[config.mk]
export PLATFORM = sky130hd
export DESIGN_NAME = umc_mode_clk_cfg
export DESIGN_NICKNAME = d
export VERILOG_FILES = /design/src/umc_pkg.sv /design/src/umc_mode_clk_cfg.sv
export SDC_FILE = /design/constraint.sdc
export NUM_CORES = 1
export LEC_CHECK = 0
export ABC_AREA = 1
export BUFFER_PORTS_ARGS = -buffer_cell sky130_fd_sc_hd__buf_4
export CAP_MARGIN = 10
export CORE_ASPECT_RATIO = 0.6
export CORE_MARGIN = 2
export CORE_UTILIZATION = 52
export DETAILED_ROUTE_END_ITERATION = 10
export HOLD_SLACK_MARGIN = 0.06
export PLACE_DENSITY = 0.86
export SYNTH_ARGS = -nofsm -noshare
export SYNTH_HDL_FRONTEND = slang
export SYNTH_SLANG_ARGS = --single-unit
[constraint.sdc]
create_clock -name ref_clk -period 4.08 [get_ports ref_clk]
set_clock_uncertainty 0.2 [all_clocks]
set_input_delay 0.408 -clock ref_clk [delete_from_list [all_inputs] [get_ports ref_clk]]
set_output_delay 0.408 -clock ref_clk [all_outputs]
set_load 0.01 [all_outputs]
[src/umc_pkg.sv]
// Constants, field layout and carrier types of the mode and clock config block
package umc_pkg;

   // Register offsets on the flat configuration port
   localparam logic [7:0] OFS_PRESCALER  = 8'h01;
   localparam logic [7:0] OFS_CLK_SRC    = 8'h02;
   localparam logic [7:0] OFS_OVERSAMPLE = 8'h03;
   localparam logic [7:0] OFS_FIFO_CTRL  = 8'h10;
   localparam logic [7:0] OFS_ENH_FEAT   = 8'h11;
   localparam logic [7:0] OFS_LINE_FMT   = 8'h12;
   localparam logic [7:0] OFS_ADD_CTRL   = 8'h13;
   localparam logic [7:0] OFS_RX_THR     = 8'h14;
   localparam logic [7:0] OFS_TX_THR     = 8'h15;
   localparam logic [7:0] OFS_FLOW_LO    = 8'h16;
   localparam logic [7:0] OFS_FLOW_HI    = 8'h17;
   localparam logic [7:0] OFS_ADD_STAT   = 8'h18;
   localparam logic [7:0] OFS_RX_FILL    = 8'h19;
   localparam logic [7:0] OFS_TX_FILL    = 8'h1a;
   localparam logic [7:0] OFS_MODE_STAT  = 8'h1b;
   localparam logic [7:0] OFS_SOFT_RST   = 8'h1c;
   localparam logic [7:0] OFS_ID0        = 8'h20;
   localparam logic [7:0] OFS_ID3        = 8'h23;

   // Field positions
   localparam int FCR_EN_BIT       = 0;
   localparam int FCR_FLUSH_RX_BIT = 1;
   localparam int FCR_FLUSH_TX_BIT = 2;
   localparam int FCR_DEEP_BIT     = 5;
   localparam int EFR_ENH_BIT      = 4;
   localparam int LCR_DLAB_BIT     = 7;
   localparam int ACR_ARB_TRIG_BIT = 5;
   localparam int CKS_RX_EXT_BIT   = 0;
   localparam int CKS_TX_EXT_BIT   = 1;
   localparam int CKS_TX_DTR_BIT   = 2;

   // Reset values
   localparam logic [7:0] CFG_RST = 8'h00;
   localparam logic [7:0] FCR_RST = 8'h00;
   localparam logic [7:0] CPR_RST = 8'h20;
   localparam logic [7:0] TCR_RST = 8'h00;

   // FIFO depths and sample counts
   localparam logic [7:0] DEPTH_BYTE = 8'h01;
   localparam logic [7:0] DEPTH_STD  = 8'h10;
   localparam logic [7:0] DEPTH_DEEP = 8'h80;
   localparam logic [4:0] OVS_LEGACY = 5'h10;
   localparam logic [3:0] OVS_MIN    = 4'h4;

   // Prescaler works in eighths of a clock
   localparam logic [8:0] PRE_STEP = 9'h008;
   localparam logic [7:0] PRE_MIN  = 8'h08;

   // Compatibility modes
   typedef enum logic [2:0] {
      UMC_MODE_450,
      UMC_MODE_550,
      UMC_MODE_EXT550,
      UMC_MODE_750,
      UMC_MODE_650
   } umc_mode_e;

   // Feature availability flags
   typedef struct packed {
      logic alt_sleep;
      logic auto_rts_cts;
      logic sleep;
      logic inband_flow;
      logic special_char;
      logic infrared;
      logic tx_trigger;
      logic prescaler;
      logic dsr_dtr_flow;
      logic txrx_disable;
      logic rs485_de;
      logic nine_bit;
      logic ident_read;
   } umc_feat_s;

   // Effective thresholds
   typedef struct packed {
      logic       arbitrary;
      logic [7:0] rx_thr;
      logic [7:0] tx_thr;
      logic [7:0] flow_lo;
      logic [7:0] flow_hi;
   } umc_trig_s;

endpackage

[src/umc_mode_clk_cfg.sv]
// Mode selection, prescaler, clock source and oversampling of one channel
//
// Contract
// - Reset clears FIFO enable: byte mode
// - FIFO enable clear: depth one, ignore rest
// - Enable, no enhanced, no deep, no strap: 16 deep
// - Strap high, enabled, not enhanced: 128 deep
// - Deep bit enlarges FIFOs to 128
// - Deep bit writable only with divisor access
// - Deep bit, auto RTS/CTS, alt sleep non-enhanced
// - Enhanced plus enabled: 128 regardless of strap
// - Enhanced mode removes legacy enhanced feature set
// - Arbitrary trigger uses four level registers
// - Fill levels and flow status are readable
// - Prescaler divides by M plus N/8
// - Prescaler resets to divide by four
// - Clock source selects external bit clocks
// - Oversample resets zero; 0..3 give 16
// - Oversample 4..15 used exactly
// - Identification, FIFO control readback, soft reset
// - Enhanced mode unlocks extended feature set
// - Channels share clock, strap, reset config
//
// Local design decision: strobed register access.
`timescale 1ns/10ps
module umc_mode_clk_cfg #(
   parameter logic [31:0] IDENT = 32'h0a5c_3e71 // Arbitrary identification
) (
   input  wire logic             ref_clk,           // System clock
   input  wire logic             rst,               // Async reset, high
   input  wire logic [7:0]       reg_addr,          // Register address
   input  wire logic [7:0]       reg_wdata,         // Write data
   input  wire logic             reg_wr,            // Write strobe
   input  wire logic             reg_rd,            // Read strobe
   output logic [7:0]            reg_rdata,         // Read data, next cycle
   input  wire logic             fifo_depth_strap,  // FIFO size strap pin
   input  wire logic             ri_n_pin,          // Ring indicator pin
   input  wire logic             dsr_n_pin,         // DSR pin
   input  wire logic             dtr_pin_in,        // DTR pin level
   output logic                  dtr_pin_out,       // DTR pin drive value
   output logic                  dtr_pin_oe,        // DTR pin driven
   input  wire logic             dtr_level,         // DTR from modem logic
   input  wire logic             baud_prescale_sel, // Prescaler requested
   input  wire logic [7:0]       rx_fill_level,     // Receive FIFO count
   input  wire logic [7:0]       tx_fill_level,     // Transmit FIFO count
   input  wire logic             local_tx_flow_off, // Our tx held off
   input  wire logic             remote_tx_flow_off,// Far tx held off
   output logic [7:0]            fifo_depth,        // Effective depth
   output umc_pkg::umc_mode_e    uart_mode,         // Compatibility mode
   output umc_pkg::umc_feat_s    features,          // Available features
   output umc_pkg::umc_trig_s    triggers,          // Effective thresholds
   output logic [4:0]            samples_per_bit,   // Sample clocks per bit
   output logic                  tx_sample_tick,    // Transmit sample pulse
   output logic                  rx_sample_tick,    // Receive sample pulse
   output logic                  tx_bit_tick,       // Transmit bit boundary
   output logic                  flush_rx,          // Receive flush pulse
   output logic                  flush_tx,          // Transmit flush pulse
   output logic                  chan_soft_rst      // Channel reset pulse
);

   // Depth selection used by the depth decode only
   function automatic logic [7:0] umc_depth(input logic en,
                                            input logic enh,
                                            input logic deep,
                                            input logic strap);
      if (!en)
         return umc_pkg::DEPTH_BYTE;
      else if (enh || strap || deep)
         return umc_pkg::DEPTH_DEEP;
      else
         return umc_pkg::DEPTH_STD;
   endfunction

   // Configuration registers
   logic [7:0] fcr_q;      // fifo_control_reg
   logic [7:0] efr_q;      // enhanced_feature_reg
   logic [7:0] lcr_q;      // line_format_reg
   logic [7:0] acr_q;      // additional_control_reg
   logic [7:0] rx_thr_q;   // rx_interrupt_threshold
   logic [7:0] tx_thr_q;   // Transmit threshold level
   logic [7:0] fcl_q;      // flow_off_low_threshold
   logic [7:0] fch_q;      // flow_on_high_threshold
   logic [7:0] cpr_q;      // clock_prescaler
   logic [7:0] cks_q;      // clock_source_select
   logic [7:0] tcr_q;      // oversample_count
   logic       flush_rx_q; // Flush pulse registers
   logic       flush_tx_q;
   logic       srst_q;     // Soft reset pulse

   // Pin synchronisers: strap, ri, dsr, dtr
   logic [3:0] sync1_q;
   logic [3:0] sync2_q;
   logic [3:0] sync3_q;
   logic [3:0] filt_q;     // Agreed levels
   logic [3:0] filt_d;
   logic [3:0] rise;       // Rising edges of agreed levels

   // Clock generation
   logic [8:0] acc_q;      // Fractional accumulator in eighths
   logic [8:0] acc_d;
   logic [8:0] acc_sum;
   logic [7:0] div8;       // Division in eighths, clamped
   logic       pre_tick_q; // Prescaled clock pulse
   logic       pre_active;
   logic [4:0] ovs_cnt_q;  // Samples within current bit

   logic       enh;
   logic       fifo_en;
   logic       wr_any;
   logic [7:0] rd_d;

   assign enh     = efr_q[umc_pkg::EFR_ENH_BIT];
   assign fifo_en = fcr_q[umc_pkg::FCR_EN_BIT];
   assign wr_any  = reg_wr && !srst_q;

   // Config registers; hard and soft reset load the same values
   always_ff @(posedge ref_clk or posedge rst) begin
      if (rst) begin
         fcr_q    <= umc_pkg::FCR_RST;
         efr_q    <= umc_pkg::CFG_RST;
         lcr_q    <= umc_pkg::CFG_RST;
         acr_q    <= umc_pkg::CFG_RST;
         rx_thr_q <= umc_pkg::CFG_RST;
         tx_thr_q <= umc_pkg::CFG_RST;
         fcl_q    <= umc_pkg::CFG_RST;
         fch_q    <= umc_pkg::CFG_RST;
         cpr_q    <= umc_pkg::CPR_RST;
         cks_q    <= umc_pkg::CFG_RST;
         tcr_q    <= umc_pkg::TCR_RST;
      end else if (srst_q) begin
         // Soft reset returns the channel to its power-on state
         fcr_q    <= umc_pkg::FCR_RST;
         efr_q    <= umc_pkg::CFG_RST;
         lcr_q    <= umc_pkg::CFG_RST;
         acr_q    <= umc_pkg::CFG_RST;
         rx_thr_q <= umc_pkg::CFG_RST;
         tx_thr_q <= umc_pkg::CFG_RST;
         fcl_q    <= umc_pkg::CFG_RST;
         fch_q    <= umc_pkg::CFG_RST;
         cpr_q    <= umc_pkg::CPR_RST;
         cks_q    <= umc_pkg::CFG_RST;
         tcr_q    <= umc_pkg::TCR_RST;
      end else if (wr_any) begin
         case (reg_addr)
            umc_pkg::OFS_FIFO_CTRL: begin
               // Flush bits are actions, never stored
               fcr_q[7:6] <= reg_wdata[7:6];
               fcr_q[4:3] <= reg_wdata[4:3];
               fcr_q[0]   <= reg_wdata[0];
               // Deep bit guarded by divisor access
               if (lcr_q[umc_pkg::LCR_DLAB_BIT])
                  fcr_q[5] <= reg_wdata[5];
            end
            umc_pkg::OFS_ENH_FEAT:   efr_q    <= reg_wdata;
            umc_pkg::OFS_LINE_FMT:   lcr_q    <= reg_wdata;
            umc_pkg::OFS_ADD_CTRL:   acr_q    <= reg_wdata;
            umc_pkg::OFS_RX_THR:     rx_thr_q <= reg_wdata;
            umc_pkg::OFS_TX_THR:     tx_thr_q <= reg_wdata;
            umc_pkg::OFS_FLOW_LO:    fcl_q    <= reg_wdata;
            umc_pkg::OFS_FLOW_HI:    fch_q    <= reg_wdata;
            umc_pkg::OFS_PRESCALER:  cpr_q    <= reg_wdata;
            umc_pkg::OFS_CLK_SRC:    cks_q    <= reg_wdata;
            umc_pkg::OFS_OVERSAMPLE: tcr_q    <= reg_wdata;
            default: ;                 // Other addresses hold nothing
         endcase
      end
   end

   // One-cycle action pulses from writes
   always_ff @(posedge ref_clk or posedge rst) begin
      if (rst) begin
         flush_rx_q <= 1'b0;
         flush_tx_q <= 1'b0;
         srst_q     <= 1'b0;
      end else begin
         flush_rx_q <= wr_any && reg_addr == umc_pkg::OFS_FIFO_CTRL &&
                       reg_wdata[umc_pkg::FCR_FLUSH_RX_BIT];
         flush_tx_q <= wr_any && reg_addr == umc_pkg::OFS_FIFO_CTRL &&
                       reg_wdata[umc_pkg::FCR_FLUSH_TX_BIT];
         // Soft reset only exists in enhanced mode
         srst_q     <= wr_any && reg_addr == umc_pkg::OFS_SOFT_RST &&
                       enh;
      end
   end

   assign flush_rx      = flush_rx_q;
   assign flush_tx      = flush_tx_q;
   assign chan_soft_rst = srst_q;

   // Mode and depth follow the registers with no extra latency
   always_comb begin
      fifo_depth = umc_depth(fifo_en, enh, fcr_q[umc_pkg::FCR_DEEP_BIT],
                             filt_q[0]);
      if (!fifo_en)
         uart_mode = umc_pkg::UMC_MODE_450;
      else if (enh)
         uart_mode = umc_pkg::UMC_MODE_650;
      else if (filt_q[0])
         uart_mode = umc_pkg::UMC_MODE_EXT550;
      else if (fcr_q[umc_pkg::FCR_DEEP_BIT])
         uart_mode = umc_pkg::UMC_MODE_750;
      else
         uart_mode = umc_pkg::UMC_MODE_550;
   end

   // Feature set: legacy extras only outside enhanced mode
   always_comb begin
      features              = '0;
      features.alt_sleep    = !enh;
      features.auto_rts_cts = !enh;
      features.sleep        = enh;
      features.inband_flow  = enh;
      features.special_char = enh;
      features.infrared     = enh;
      features.tx_trigger   = enh;
      features.prescaler    = enh;
      features.dsr_dtr_flow = enh;
      features.txrx_disable = enh;
      features.rs485_de     = enh;
      features.nine_bit     = enh;
      features.ident_read   = enh;
   end

   // Thresholds: level registers or legacy FIFO control codes
   always_comb begin
      triggers = '0;
      triggers.arbitrary = acr_q[umc_pkg::ACR_ARB_TRIG_BIT];
      if (triggers.arbitrary) begin
         // Upper FIFO control bits are ignored here
         triggers.rx_thr  = rx_thr_q;
         triggers.tx_thr  = tx_thr_q;
         triggers.flow_lo = fcl_q;
         triggers.flow_hi = fch_q;
      end else begin
         // Legacy two-bit trigger codes in the low bits
         triggers.rx_thr  = {6'h00, fcr_q[7:6]};
         triggers.tx_thr  = {6'h00, fcr_q[5:4]};
      end
   end

   // Three-stage synchronisers for pins
   always_ff @(posedge ref_clk or posedge rst) begin
      if (rst) begin
         sync1_q <= 4'h0;
         sync2_q <= 4'h0;
         sync3_q <= 4'h0;
         filt_q  <= 4'h0;
      end else begin
         sync1_q <= {dtr_pin_in, !dsr_n_pin, !ri_n_pin, fifo_depth_strap};
         sync2_q <= sync1_q;
         sync3_q <= sync2_q;
         filt_q  <= filt_d;
      end
   end

   // A level is accepted once the two later stages agree
   assign filt_d = (sync2_q & sync3_q) | (filt_q & (sync2_q | sync3_q));
   assign rise   = filt_d & ~filt_q;

   // DTR pin is released when it carries the transmit clock
   assign dtr_pin_oe  = !(cks_q[umc_pkg::CKS_TX_EXT_BIT] &&
                          cks_q[umc_pkg::CKS_TX_DTR_BIT]);
   assign dtr_pin_out = dtr_level;

   // Prescaler: add eight per clock, tick when the division is reached
   assign pre_active = enh && baud_prescale_sel;
   assign div8       = (cpr_q < umc_pkg::PRE_MIN) ? umc_pkg::PRE_MIN
                                                  : cpr_q;
   assign acc_sum    = acc_q + umc_pkg::PRE_STEP;

   always_comb begin
      if (acc_sum >= {1'b0, div8})
         acc_d = acc_sum - {1'b0, div8};
      else
         acc_d = acc_sum;
   end

   // Fractional divider; bypassed gives a tick each clock
   always_ff @(posedge ref_clk or posedge rst) begin
      if (rst) begin
         acc_q      <= 9'h000;
         pre_tick_q <= 1'b0;
      end else if (!pre_active) begin
         acc_q      <= 9'h000;
         pre_tick_q <= 1'b1;
      end else begin
         acc_q      <= acc_d;
         pre_tick_q <= acc_sum >= {1'b0, div8};
      end
   end

   // Sample clocks: internal or external bit clocks
   always_comb begin
      if (cks_q[umc_pkg::CKS_TX_EXT_BIT])
         tx_sample_tick = cks_q[umc_pkg::CKS_TX_DTR_BIT] ? rise[3]
                                                         : rise[1];
      else
         tx_sample_tick = pre_tick_q;
      rx_sample_tick = cks_q[umc_pkg::CKS_RX_EXT_BIT] ? rise[2]
                                                      : pre_tick_q;
   end

   // Low settings fall back to sixteen samples
   assign samples_per_bit = (tcr_q[3:0] < umc_pkg::OVS_MIN) ?
                            umc_pkg::OVS_LEGACY :
                            {1'b0, tcr_q[3:0]};

   // Bit boundary every samples_per_bit transmit sample ticks
   always_ff @(posedge ref_clk or posedge rst) begin
      if (rst)
         ovs_cnt_q <= 5'h00;
      else if (tx_sample_tick) begin
         if (ovs_cnt_q >= samples_per_bit - 5'h01)
            ovs_cnt_q <= 5'h00;
         else
            ovs_cnt_q <= ovs_cnt_q + 5'h01;
      end
   end

   assign tx_bit_tick = tx_sample_tick &&
                        ovs_cnt_q >= samples_per_bit - 5'h01;

   // Read mux; unmapped addresses read zero
   always_comb begin
      rd_d = 8'h00;
      case (reg_addr)
         umc_pkg::OFS_FIFO_CTRL:  rd_d = enh ? fcr_q : 8'h00;
         umc_pkg::OFS_ENH_FEAT:   rd_d = efr_q;
         umc_pkg::OFS_LINE_FMT:   rd_d = lcr_q;
         umc_pkg::OFS_ADD_CTRL:   rd_d = acr_q;
         umc_pkg::OFS_RX_THR:     rd_d = rx_thr_q;
         umc_pkg::OFS_TX_THR:     rd_d = tx_thr_q;
         umc_pkg::OFS_FLOW_LO:    rd_d = fcl_q;
         umc_pkg::OFS_FLOW_HI:    rd_d = fch_q;
         umc_pkg::OFS_PRESCALER:  rd_d = cpr_q;
         umc_pkg::OFS_CLK_SRC:    rd_d = cks_q;
         umc_pkg::OFS_OVERSAMPLE: rd_d = tcr_q;
         umc_pkg::OFS_ADD_STAT:
            rd_d = {6'h00, remote_tx_flow_off, local_tx_flow_off};
         umc_pkg::OFS_RX_FILL:    rd_d = rx_fill_level;
         umc_pkg::OFS_TX_FILL:    rd_d = tx_fill_level;
         umc_pkg::OFS_MODE_STAT:  rd_d = {5'h00, uart_mode};
         default: begin
            // Identification bytes, least significant first
            if (enh && reg_addr >= umc_pkg::OFS_ID0 &&
                reg_addr <= umc_pkg::OFS_ID3)
               rd_d = IDENT[8*(reg_addr[1:0]) +: 8];
         end
      endcase
   end

   // Read data stands only in the cycle after the strobe
   always_ff @(posedge ref_clk or posedge rst) begin
      if (rst)
         reg_rdata <= 8'h00;
      else
         reg_rdata <= reg_rd ? rd_d : 8'h00;
   end
endmodule // umc_mode_clk_cfg

* After elaboration in Yosys (flattened, before gate mapping)
Index checks and enable logic that the tools add are counted.
** Storage, ports and cells
- Register bits after elaboration :: 128
- Bits of input ports :: 44
- Output and inout bits :: 78
- Word-level logic and storage cells :: 157
** Operators by class
- Add/subtract/negate cells :: 4
- Order comparisons :: 6
- Eq/ne operators :: 16
- Shift-type cells :: 1
- Multiplexer cells :: 58
- Bitwise operators :: 6
- Reductions and logical operators :: 43
** Operators by type and width (count)
- 8-bit 2-to-1 mux :: 36
- 8-bit one-hot mux with 15 select lines :: 1
- 8-bit by 5-bit equality test with 1-bit output (second input constant) :: 13
- 16-bit 2-to-1 mux :: 2
- 32-bit by 6-bit variable part select with 8-bit output (first input constant) :: 1
- 2-bit nonzero test :: 13
- 5-bit 2-to-1 mux :: 5
- 2-bit AND reduction :: 11
- 9-bit 2-to-1 mux :: 2
- 8-bit by 2-bit equality test with 1-bit output (second input constant) :: 2
- 4-bit bitwise AND :: 3
- 1-bit logical AND :: 11
- 9-bit by 4-bit adder with 9-bit output (second input constant) :: 1
- 9-bit by 8-bit greater-or-equal comparator with 1-bit output :: 1
- 9-bit by 8-bit subtractor with 9-bit output :: 1
- 8-bit by 1-bit equality test with 1-bit output (second input constant) :: 1
- 8-bit by 6-bit greater-or-equal comparator with 1-bit output (second input constant) :: 1
- 8-bit by 6-bit less-or-equal comparator with 1-bit output (second input constant) :: 1
- 8-bit by 4-bit less-than comparator with 1-bit output (second input constant) :: 1
- 1-bit 2-to-1 mux :: 8
- 4-bit bitwise OR :: 2
- 3-bit 2-to-1 mux :: 2
- 5-bit by 1-bit adder with 5-bit output (second input constant) :: 1
- 5-bit greater-or-equal comparator :: 1
- other kinds (7) :: 13

* Logic depth before layout (Yosys ltp)
Gate-level depths: netlist of the first run.
- Depth after elaboration :: 7
- Mapped depth :: 15
- Gate-level depth less buffers :: 15

* Worst setup path before layout of the first run
No wires, ideal clock.
- Path kind :: register to output
- Start :: reg tcr_q[2]
- End :: out tx_bit_tick
- Data arrival time :: 2069 ps
- Data required time :: 3472 ps
- Path slack :: 1403 ps
- Stages on the path, launching flop included :: 11
- Path buffers :: 0
- Cell sequence :: dfrtp_1 > nor2_1 > nor2_1 > inv_1 > ha_1 > xnor2_1 > ha_1 > a21oi_1 > o221ai_1 > nor2_1 > nor2_1
** On the way
- Word-level cells in the longest chain between the ends :: 5
** Ends and longest elaborated chain
- start: declaration :: line umc_mode_clk_cfg.sv:85 : logic [7:0] tcr_q;
- start signal: assignment :: line umc_mode_clk_cfg.sv:129 : tcr_q <= umc_pkg::TCR_RST;
- start signal: assignment :: line umc_mode_clk_cfg.sv:142 : tcr_q <= umc_pkg::TCR_RST;
- start signal: assignment :: line umc_mode_clk_cfg.sv:163 : umc_pkg::OFS_OVERSAMPLE: tcr_q <= reg_wdata;
- 4-bit by 3-bit less-than comparator with 1-bit output :: line umc_mode_clk_cfg.sv:304 : assign samples_per_bit = (tcr_q[3:0] < umc_pkg::OVS_MIN) ?
- 5-bit 2-to-1 mux :: line umc_mode_clk_cfg.sv:304
- net samples_per_bit[4] :: line umc_mode_clk_cfg.sv:52 : output logic [4:0] samples_per_bit,
- 5-bit by 1-bit subtractor with 5-bit output :: line umc_mode_clk_cfg.sv:321 : ovs_cnt_q >= samples_per_bit - 5'h01;
- 5-bit greater-or-equal comparator :: line umc_mode_clk_cfg.sv:321
- 1-bit logical AND :: line umc_mode_clk_cfg.sv:320 : assign tx_bit_tick = tx_sample_tick &&
- end: declaration :: line umc_mode_clk_cfg.sv:55 : output logic tx_bit_tick,
The timed path passes the listed nets, and every way through them passes these cells.

* Worst setup path after layout of the first run
- Start :: reg tcr_q[2]
- End :: out tx_bit_tick
** On the way
- Word-level cells in the longest chain between the ends :: 5
** Ends and longest elaborated chain (line)
- 4-bit by 3-bit less-than comparator with 1-bit output :: umc_mode_clk_cfg.sv:304
- 5-bit 2-to-1 mux * :: umc_mode_clk_cfg.sv:304
- 5-bit by 1-bit subtractor with 5-bit output * :: umc_mode_clk_cfg.sv:321
- 5-bit greater-or-equal comparator * :: umc_mode_clk_cfg.sv:321
- 1-bit logical AND * :: umc_mode_clk_cfg.sv:320
Mark *: on every way between the ends. The rest lies on a longest branch, timed or not.

==> out/results.txt, run 1 <==
Hold Vio Cnt, Final = 0
# rows = 33
Area of the multi-input gates = 0.00344 sq mm
Starting Density = 0.538
Worst r2r src = cpr_q[7]$_DFFE_PP0P_
Number of fill cells = 1,142
Vias = 7,141
Synthesized area per cell = 7.46 sq um
Register-to-register setup slack = 930 ps
WL final = 21,700 um
Flops & latches, synth = 128
Drt wl/cell = 16.7 um
Worst slew pin tran = 1160 ps
Io pins = 122
FF-to-FF path depth = 12
Post-Syn Area = 0.00745 sq mm
Cell Pwr Density = 384 mW/mm^2
Rel. slew slack = 0.227
Core area = 0.0138 sq mm
Drt first pass iters = 6
Remaining global-route overflow = 0
Synth Area in Compound Gates = 0.0964
Largest register by flop count = acc_q
Final setup viols = 0
Final number of max-transition violations = 0
First-pass GRT wire length = 34,100 um
Root Buffer = clkbuf_16
Most common cell after layout, fill and taps aside = nand2_1
WHS Path Cells = 3
Ys Warns = 0
Post-synth EDFFs = 0
Synth unique cells = 43
Max FFs per register = 9
Nets = 1,159
Synth Area in XOR/XNOR = 0.0153
Endpoint class of the critical path = output pin
Final period util = 0.813
CP Data Required Time = 3470 ps
CTS Buffer Depth = 2
Final HPWL DP = 15,300 um
H-tree levels = 4
TritonCTS Sinks = 128
Critical path, cell by cell = nor2_1 -> nor2_1 -> inv_1 -> ha_1 -> inv_1 -> nand2_1 -> ha_1 -> a21oi_1 -> o221ai_1 -> nor2_1 -> nor2_1 -> buf_4
Largest family of logic cells by synthesized area = simple AND/OR/NAND/NOR gates
Post-route ant nets = 0
Largest net degree at the start of global routing = 69
Synth Area in Adders = 0.0423
Worst-path fanout max = 6
Crit path top cell by count = nor2_1
Hold_ws = 92.8 ps
Diodes inserted = 0
Initial antenna violation count = 0
TritonCTS clock tree = built
DRT iter0 DRCs = 972
Post-route setup TNS = 0 ps
Min-delay worst type = in2reg
Fin crit period = 3320 ps
Post-DR vias/cell = 5.51
Kind of critical path = reg2out
Layout cells sized above 1 = 0.180
CTS Buf Count = 17
Clock transition at path regs = 60 ps
Insertion delay to the later sink of the worst-skew pair = 430 ps
Critical Path Start Type = flop
Worst Hold Path EP = cpr_q[5]$_DFFE_PP1P_
Synth-to-Final Area Change = 19.5%
Die Wd = 158 um
Max incr delay on CP = 460 ps
Worst path arrival time = 2710 ps
Crit-path slowest cell = dfrtp_1
Die area = 0.0153 sq mm
Seq/Total Area, Yosys = 0.430
Most used flip-flop cell after synthesis = dfrtp_1
Run status = finished, final reports clean
Aggregate global-route resource usage = 0.289
Total setup buffers inserted after CTS = 0
HP Start = reg_wdata[5]
Vias in the first global route = 6,528
Drt drc = 0
Buffers on Ports = 114
Post-synthesis mux area share = 0.00151
Peak VDD IR = 257 uV
Reg-to-Reg End = acc_q[2]$_DFFE_PP0P_
Die Height = 96.7 um
Synth async-reset ratio = 1.00
Unrepaired setup endpoints after global routing = false
Max Cap Viol = 0
P_leak = 4.77 nW
Post-Synth Simple-Gate Area = 0.304
Commonest cells after routing, fill and taps aside = 298 x nand2_1, 127 x dfrtp_1, 123 x inv_1, 119 x buf_4, 93 x nand3_1
Fmax = 0.302 GHz
Gpl congestion = 0.999
FF/Latch Area = 0.00320 sq mm
Cells after synthesis = 998
synthesized netlist by cell type, types with 2 or more instances:
master      n  area share
buf_4      20       0.020
a21boi_0    2      0.0020
nand4_1     7      0.0059
maj3_1      2      0.0027
a21oi_2     5      0.0059
nand2_1   298        0.15
nor4_1      2      0.0017
dfrtp_1   127        0.43
buf_6       4      0.0060
or2_2       3      0.0025
xnor2_1     4      0.0047
nor2_2      5      0.0042
nor2_4     12       0.018
o21ai_2     4      0.0047
nor2_1     71       0.036
nand2_4     3      0.0045
inv_1     124       0.063
a21oi_1    14      0.0094
buf_1       2      0.0010
o22ai_1     2      0.0017
nand3_1    93       0.063
nor3b_1     2      0.0020
nand2_2     6      0.0050
buf_2      16       0.011
clkbuf_1   12      0.0060
nor3_1      6      0.0040
o21ai_0    86       0.058
o21ai_1    19       0.013
ha_1       22       0.037
xor2_1      9       0.011
inv_2       4      0.0020
layout make-up:
type	count	area share
multi-input cells	690	0.387
flip-flops and latches	128	0.360
repair buffers	125	0.107
inverters	130	0.0554
clock buffers	17	0.0478
well taps	192	0.0270
clock inverters	15	0.0156
kinds of logic (layout without fill, tap and decap cells):
logic type / count (synthesis) / after routing
AND/OR/NAND/NOR: 512 / 512
buffers and inverters: 184 / 287
AO/OA/AOI/OAI: 134 / 134
flip-flops: 128 / 128
adder cells (fa/ha/maj): 25 / 25
XOR/XNOR: 13 / 13
other: 1 / 5
multiplexers: 1 / 1
report_power, final:
group	leakage (nW)	internal [W]	switching, W	total [W]
clock	0.274	0.000807	0.000672	0.00148
sequential	1.72	0.00135	0.0000720	0.00142
combinational	2.78	0.000195	0.000326	0.000521
total	4.77	0.00235	0.00107	0.00342
how the worst max path moves through the flow:
stage / start / slack [ps] / to
final: tcr_q[2]$_DFFE_PP0P_ / 760 / tx_bit_tick
after global routing: tcr_q[2]$_DFFE_PP0P_ / 540 / tx_bit_tick
after CTS: tcr_q[2]$_DFFE_PP0P_ / 770 / tx_bit_tick
after detailed placement: cpr_q[7]$_DFFE_PP0P_ / 1080 / acc_q[5]$_DFF_PP0_
after global placement: cpr_q[7]$_DFFE_PP0P_ / 1190 / acc_q[2]$_DFFE_PP0P_
after floorplan: rst / 60 / acc_q[0]$_DFFE_PP0P_
per-stage QoR:
stage	utilization	cell area (sq um)	cells	power (W)	worst slack, ps
floorplan	-	7460	1002	0.00178	61.0
global placement	0.598	8280	1259	0.00193	1190
detailed placement	0.598	8280	1259	0.00194	1080
CTS	0.643	8900	1297	0.00341	772
global route	0.643	8900	1297	0.00355	544
finish	0.643	8900	1297	0.00342	764
critical path, delay by kind of cell, from the launching register on:
| kind | cells | cell delay (ps) |
|---|---|---|
| AND/OR/NAND/NOR | 5 | 680 |
| buffers and inverters | 3 | 300 |
| flip-flops | 1 | 460 |
| AO/OA/AOI/OAI | 2 | 310 |
| adder cells (fa/ha/maj) | 2 | 550 |
repair_timing:
| item | in CTS | in global routing |
|---|---|---|
| resized for setup | 0 | 0 |
| hold buffers | 6 | 0 |
| hold endpoints to repair | 71 | 0 |
metal layers:
layer	wire [um]	GRT usage	vias up
met5	0	0	-
met4	583	0.0922	0
met3	2820	0.111	57
met2	8810	0.393	428
met1	9450	0.423	3338
li1	-	-	3318
Power figures use the tool's default switching activity.
==> run 2, diff against run 1 <==
==> constraint.sdc (replaced) <==
create_clock -name ref_clk -period 2.9 [get_ports ref_clk]
set_clock_uncertainty 0.2 [all_clocks]
set_input_delay 0.29 -clock ref_clk [delete_from_list [all_inputs] [get_ports ref_clk]]
set_output_delay 0.29 -clock ref_clk [all_outputs]
set_load 0.01 [all_outputs]
==> run 2 against run 1 <==
Effect of this change: total power increased by 49%; combinational power rose by 66%; largest power group unchanged; sequential power up 40%; non-clock buffer count rose by 24; sequential cell count did not move; clock power grew 50%; utilization up 2.4 points; worst hold slack improved by 45 ps; die area unchanged.
==> out/results.txt, run 2 (synthesized netlist as in run 1, its figures left out) <==
Run status = finished, final reports clean
Core area = 0.0138 sq mm
Io pins = 122
Insertion delay to the later sink of the worst-skew pair = 430 ps
Fmax = 0.352 GHz
Drt first pass iters = 6
Buffers on Ports = 114
Initial antenna violation count = 0
Synth-to-Final Area Change = 24.0%
Aggregate global-route resource usage = 0.292
Tot Pwr = 0.00508 W
PnR worst setup slack = 60.6 ps
Endpoint class of the critical path = output pin
Worst path arrival time = 2350 ps
Final HPWL DP = 15,400 um
Top delay family on crit path = simple AND/OR/NAND/NOR gates
Largest net degree at the start of global routing = 53
Min-delay worst type = in2reg
Kind of critical path = reg2out
Final number of max-transition violations = 0
Drt drc = 0
Unrepaired setup endpoints after global routing = true
Layout cells sized above 1 = 0.205
Post-Layout Inst Area = 0.00923 sq mm
Remaining global-route overflow = 0
P_leak = 4.91 nW
Max FFs per register = 9
Max Cap Viol = 0
Die Wd = 158 um
Fin crit period = 2840 ps
CTS Buf Count = 17
Commonest cells after routing, fill and taps aside = 298 x nand2_1, 135 x buf_4, 125 x dfrtp_1, 120 x inv_1, 93 x nand3_1
Crit-path slowest cell = dfrtp_2
Setup Slack @ Placement = 185 ps
Vias in the first global route = 6,609
Hold Vio Cnt, Final = 0
Peak VDD IR = 479 uV
Worst slew pin tran = 1120 ps
Post-DR vias/cell = 5.44
Cell Pwr Density = 550 mW/mm^2
Rel. slew slack = 0.255
TritonCTS Sinks = 128
H-tree levels = 4
Starting Density = 0.538
CTS Buffer Depth = 2
# rows = 33
Max incr delay on CP = 420 ps
Worst-path fanout max = 5
Root Buffer = clkbuf_16
Largest register by flop count = acc_q
Die Height = 96.7 um
Number of fill cells = 1,080
Critical path, cell by cell = nor2_4 -> nor2_2 -> inv_2 -> ha_4 -> xnor2_1 -> ha_1 -> nand4_1 -> o221ai_2 -> nor2_2 -> nor2_2 -> buf_4
Clock transition at path regs = 60 ps
Nets = 1,183
Critical Path Start Type = flop
WL final = 21,900 um
Post-Route Utilization = 0.667
DRT iter0 DRCs = 849
Final period util = 0.979
Diodes inserted = 0
Gpl congestion = 1.00
Die area = 0.0153 sq mm
Crit path top cell by count = nor2_2
Area after DPL = 0.00836 sq mm
First-pass GRT wire length = 34,100 um
Final setup viols = 0
CP Data Required Time = 2410 ps
Most common cell after layout, fill and taps aside = nand2_1
Post-route ant nets = 0
TritonCTS clock tree = built
Drt wl/cell = 16.6 um
Vias = 7,187
CP bufs+invs = 2
[run 2: final cells by class]
cell class,instances,area [sq um],share of cell area
timing repair buffer,149,1160,0.126
inverter,130,494,0.0535
sequential,128,3210,0.347
clock inverter,13,161,0.0175
multi-input combinational,690,3510,0.380
tap,192,240,0.0260
clock buffer,19,453,0.0491
[run 2: per-layer routing]
metal	global-route usage	vias up	part of all wire	routed length, um
met2	0.392	431	0.41	8990
met1	0.431	3311	0.44	9580
li1	-	3378	-	-
met4	0.0977	0	0.028	603
met3	0.108	67	0.12	2710
met5	0	-	0	0
[run 2: what timing repair did]
item | CTS | global route
endpoints found under the setup margin | 1 | 8
gates resized for setup | 7 | 13
hold buffers | 13 | 0
endpoints found under the hold margin | 36 | 0
pin swaps | 2 | 4
setup buffers | 6 | 2
[run 2: path summary, 6_finish.rpt]
kind                                      startpoint                     end  slack [ps]  cells after the start
worst max-delay path            tcr_q[2]$_DFFE_PP0P_             tx_bit_tick          60                     11
worst min-delay path                rx_fill_level[3]  reg_rdata[3]$_DFF_PP0_         140                      7
worst max register to register  cpr_q[7]$_DFFE_PP0P_    acc_q[2]$_DFFE_PP0P_         210                     12
worst min register to register  sync1_q[2]$_DFF_PP0_    sync2_q[2]$_DFF_PP0_         150                      0
max in group asynchronous                        rst    cpr_q[5]$_DFFE_PP1P_        1450                      4
min in group asynchronous                        rst    efr_q[2]$_DFFE_PP0P_         270                      3
[run 2: metrics by stage]
| stage | setup TNS, ps | hold slack [ps] | std cells |
|---|---|---|---|
| floorplan | 0 | 121 | 1002 |
| global placement | 0 | 133 | 1268 |
| detailed placement | 0 | 136 | 1268 |
| CTS | 0 | 121 | 1319 |
| global route | -75.1 | 155 | 1321 |
| finish | 0 | 138 | 1321 |
[run 2: tightest hold or removal path, delay by kind of cell]
| kind | cells | cell delay [ps] |
|---|---|---|
| simple gates | 6 | 360 |
| buf+inv | 1 | 80 |
[run 2: power by group]
| part | internal, W | switching, W |
|---|---|---|
| logic | 0.000367 | 0.000500 |
| clock network | 0.00140 | 0.000826 |
| registers | 0.00190 | 0.0000934 |
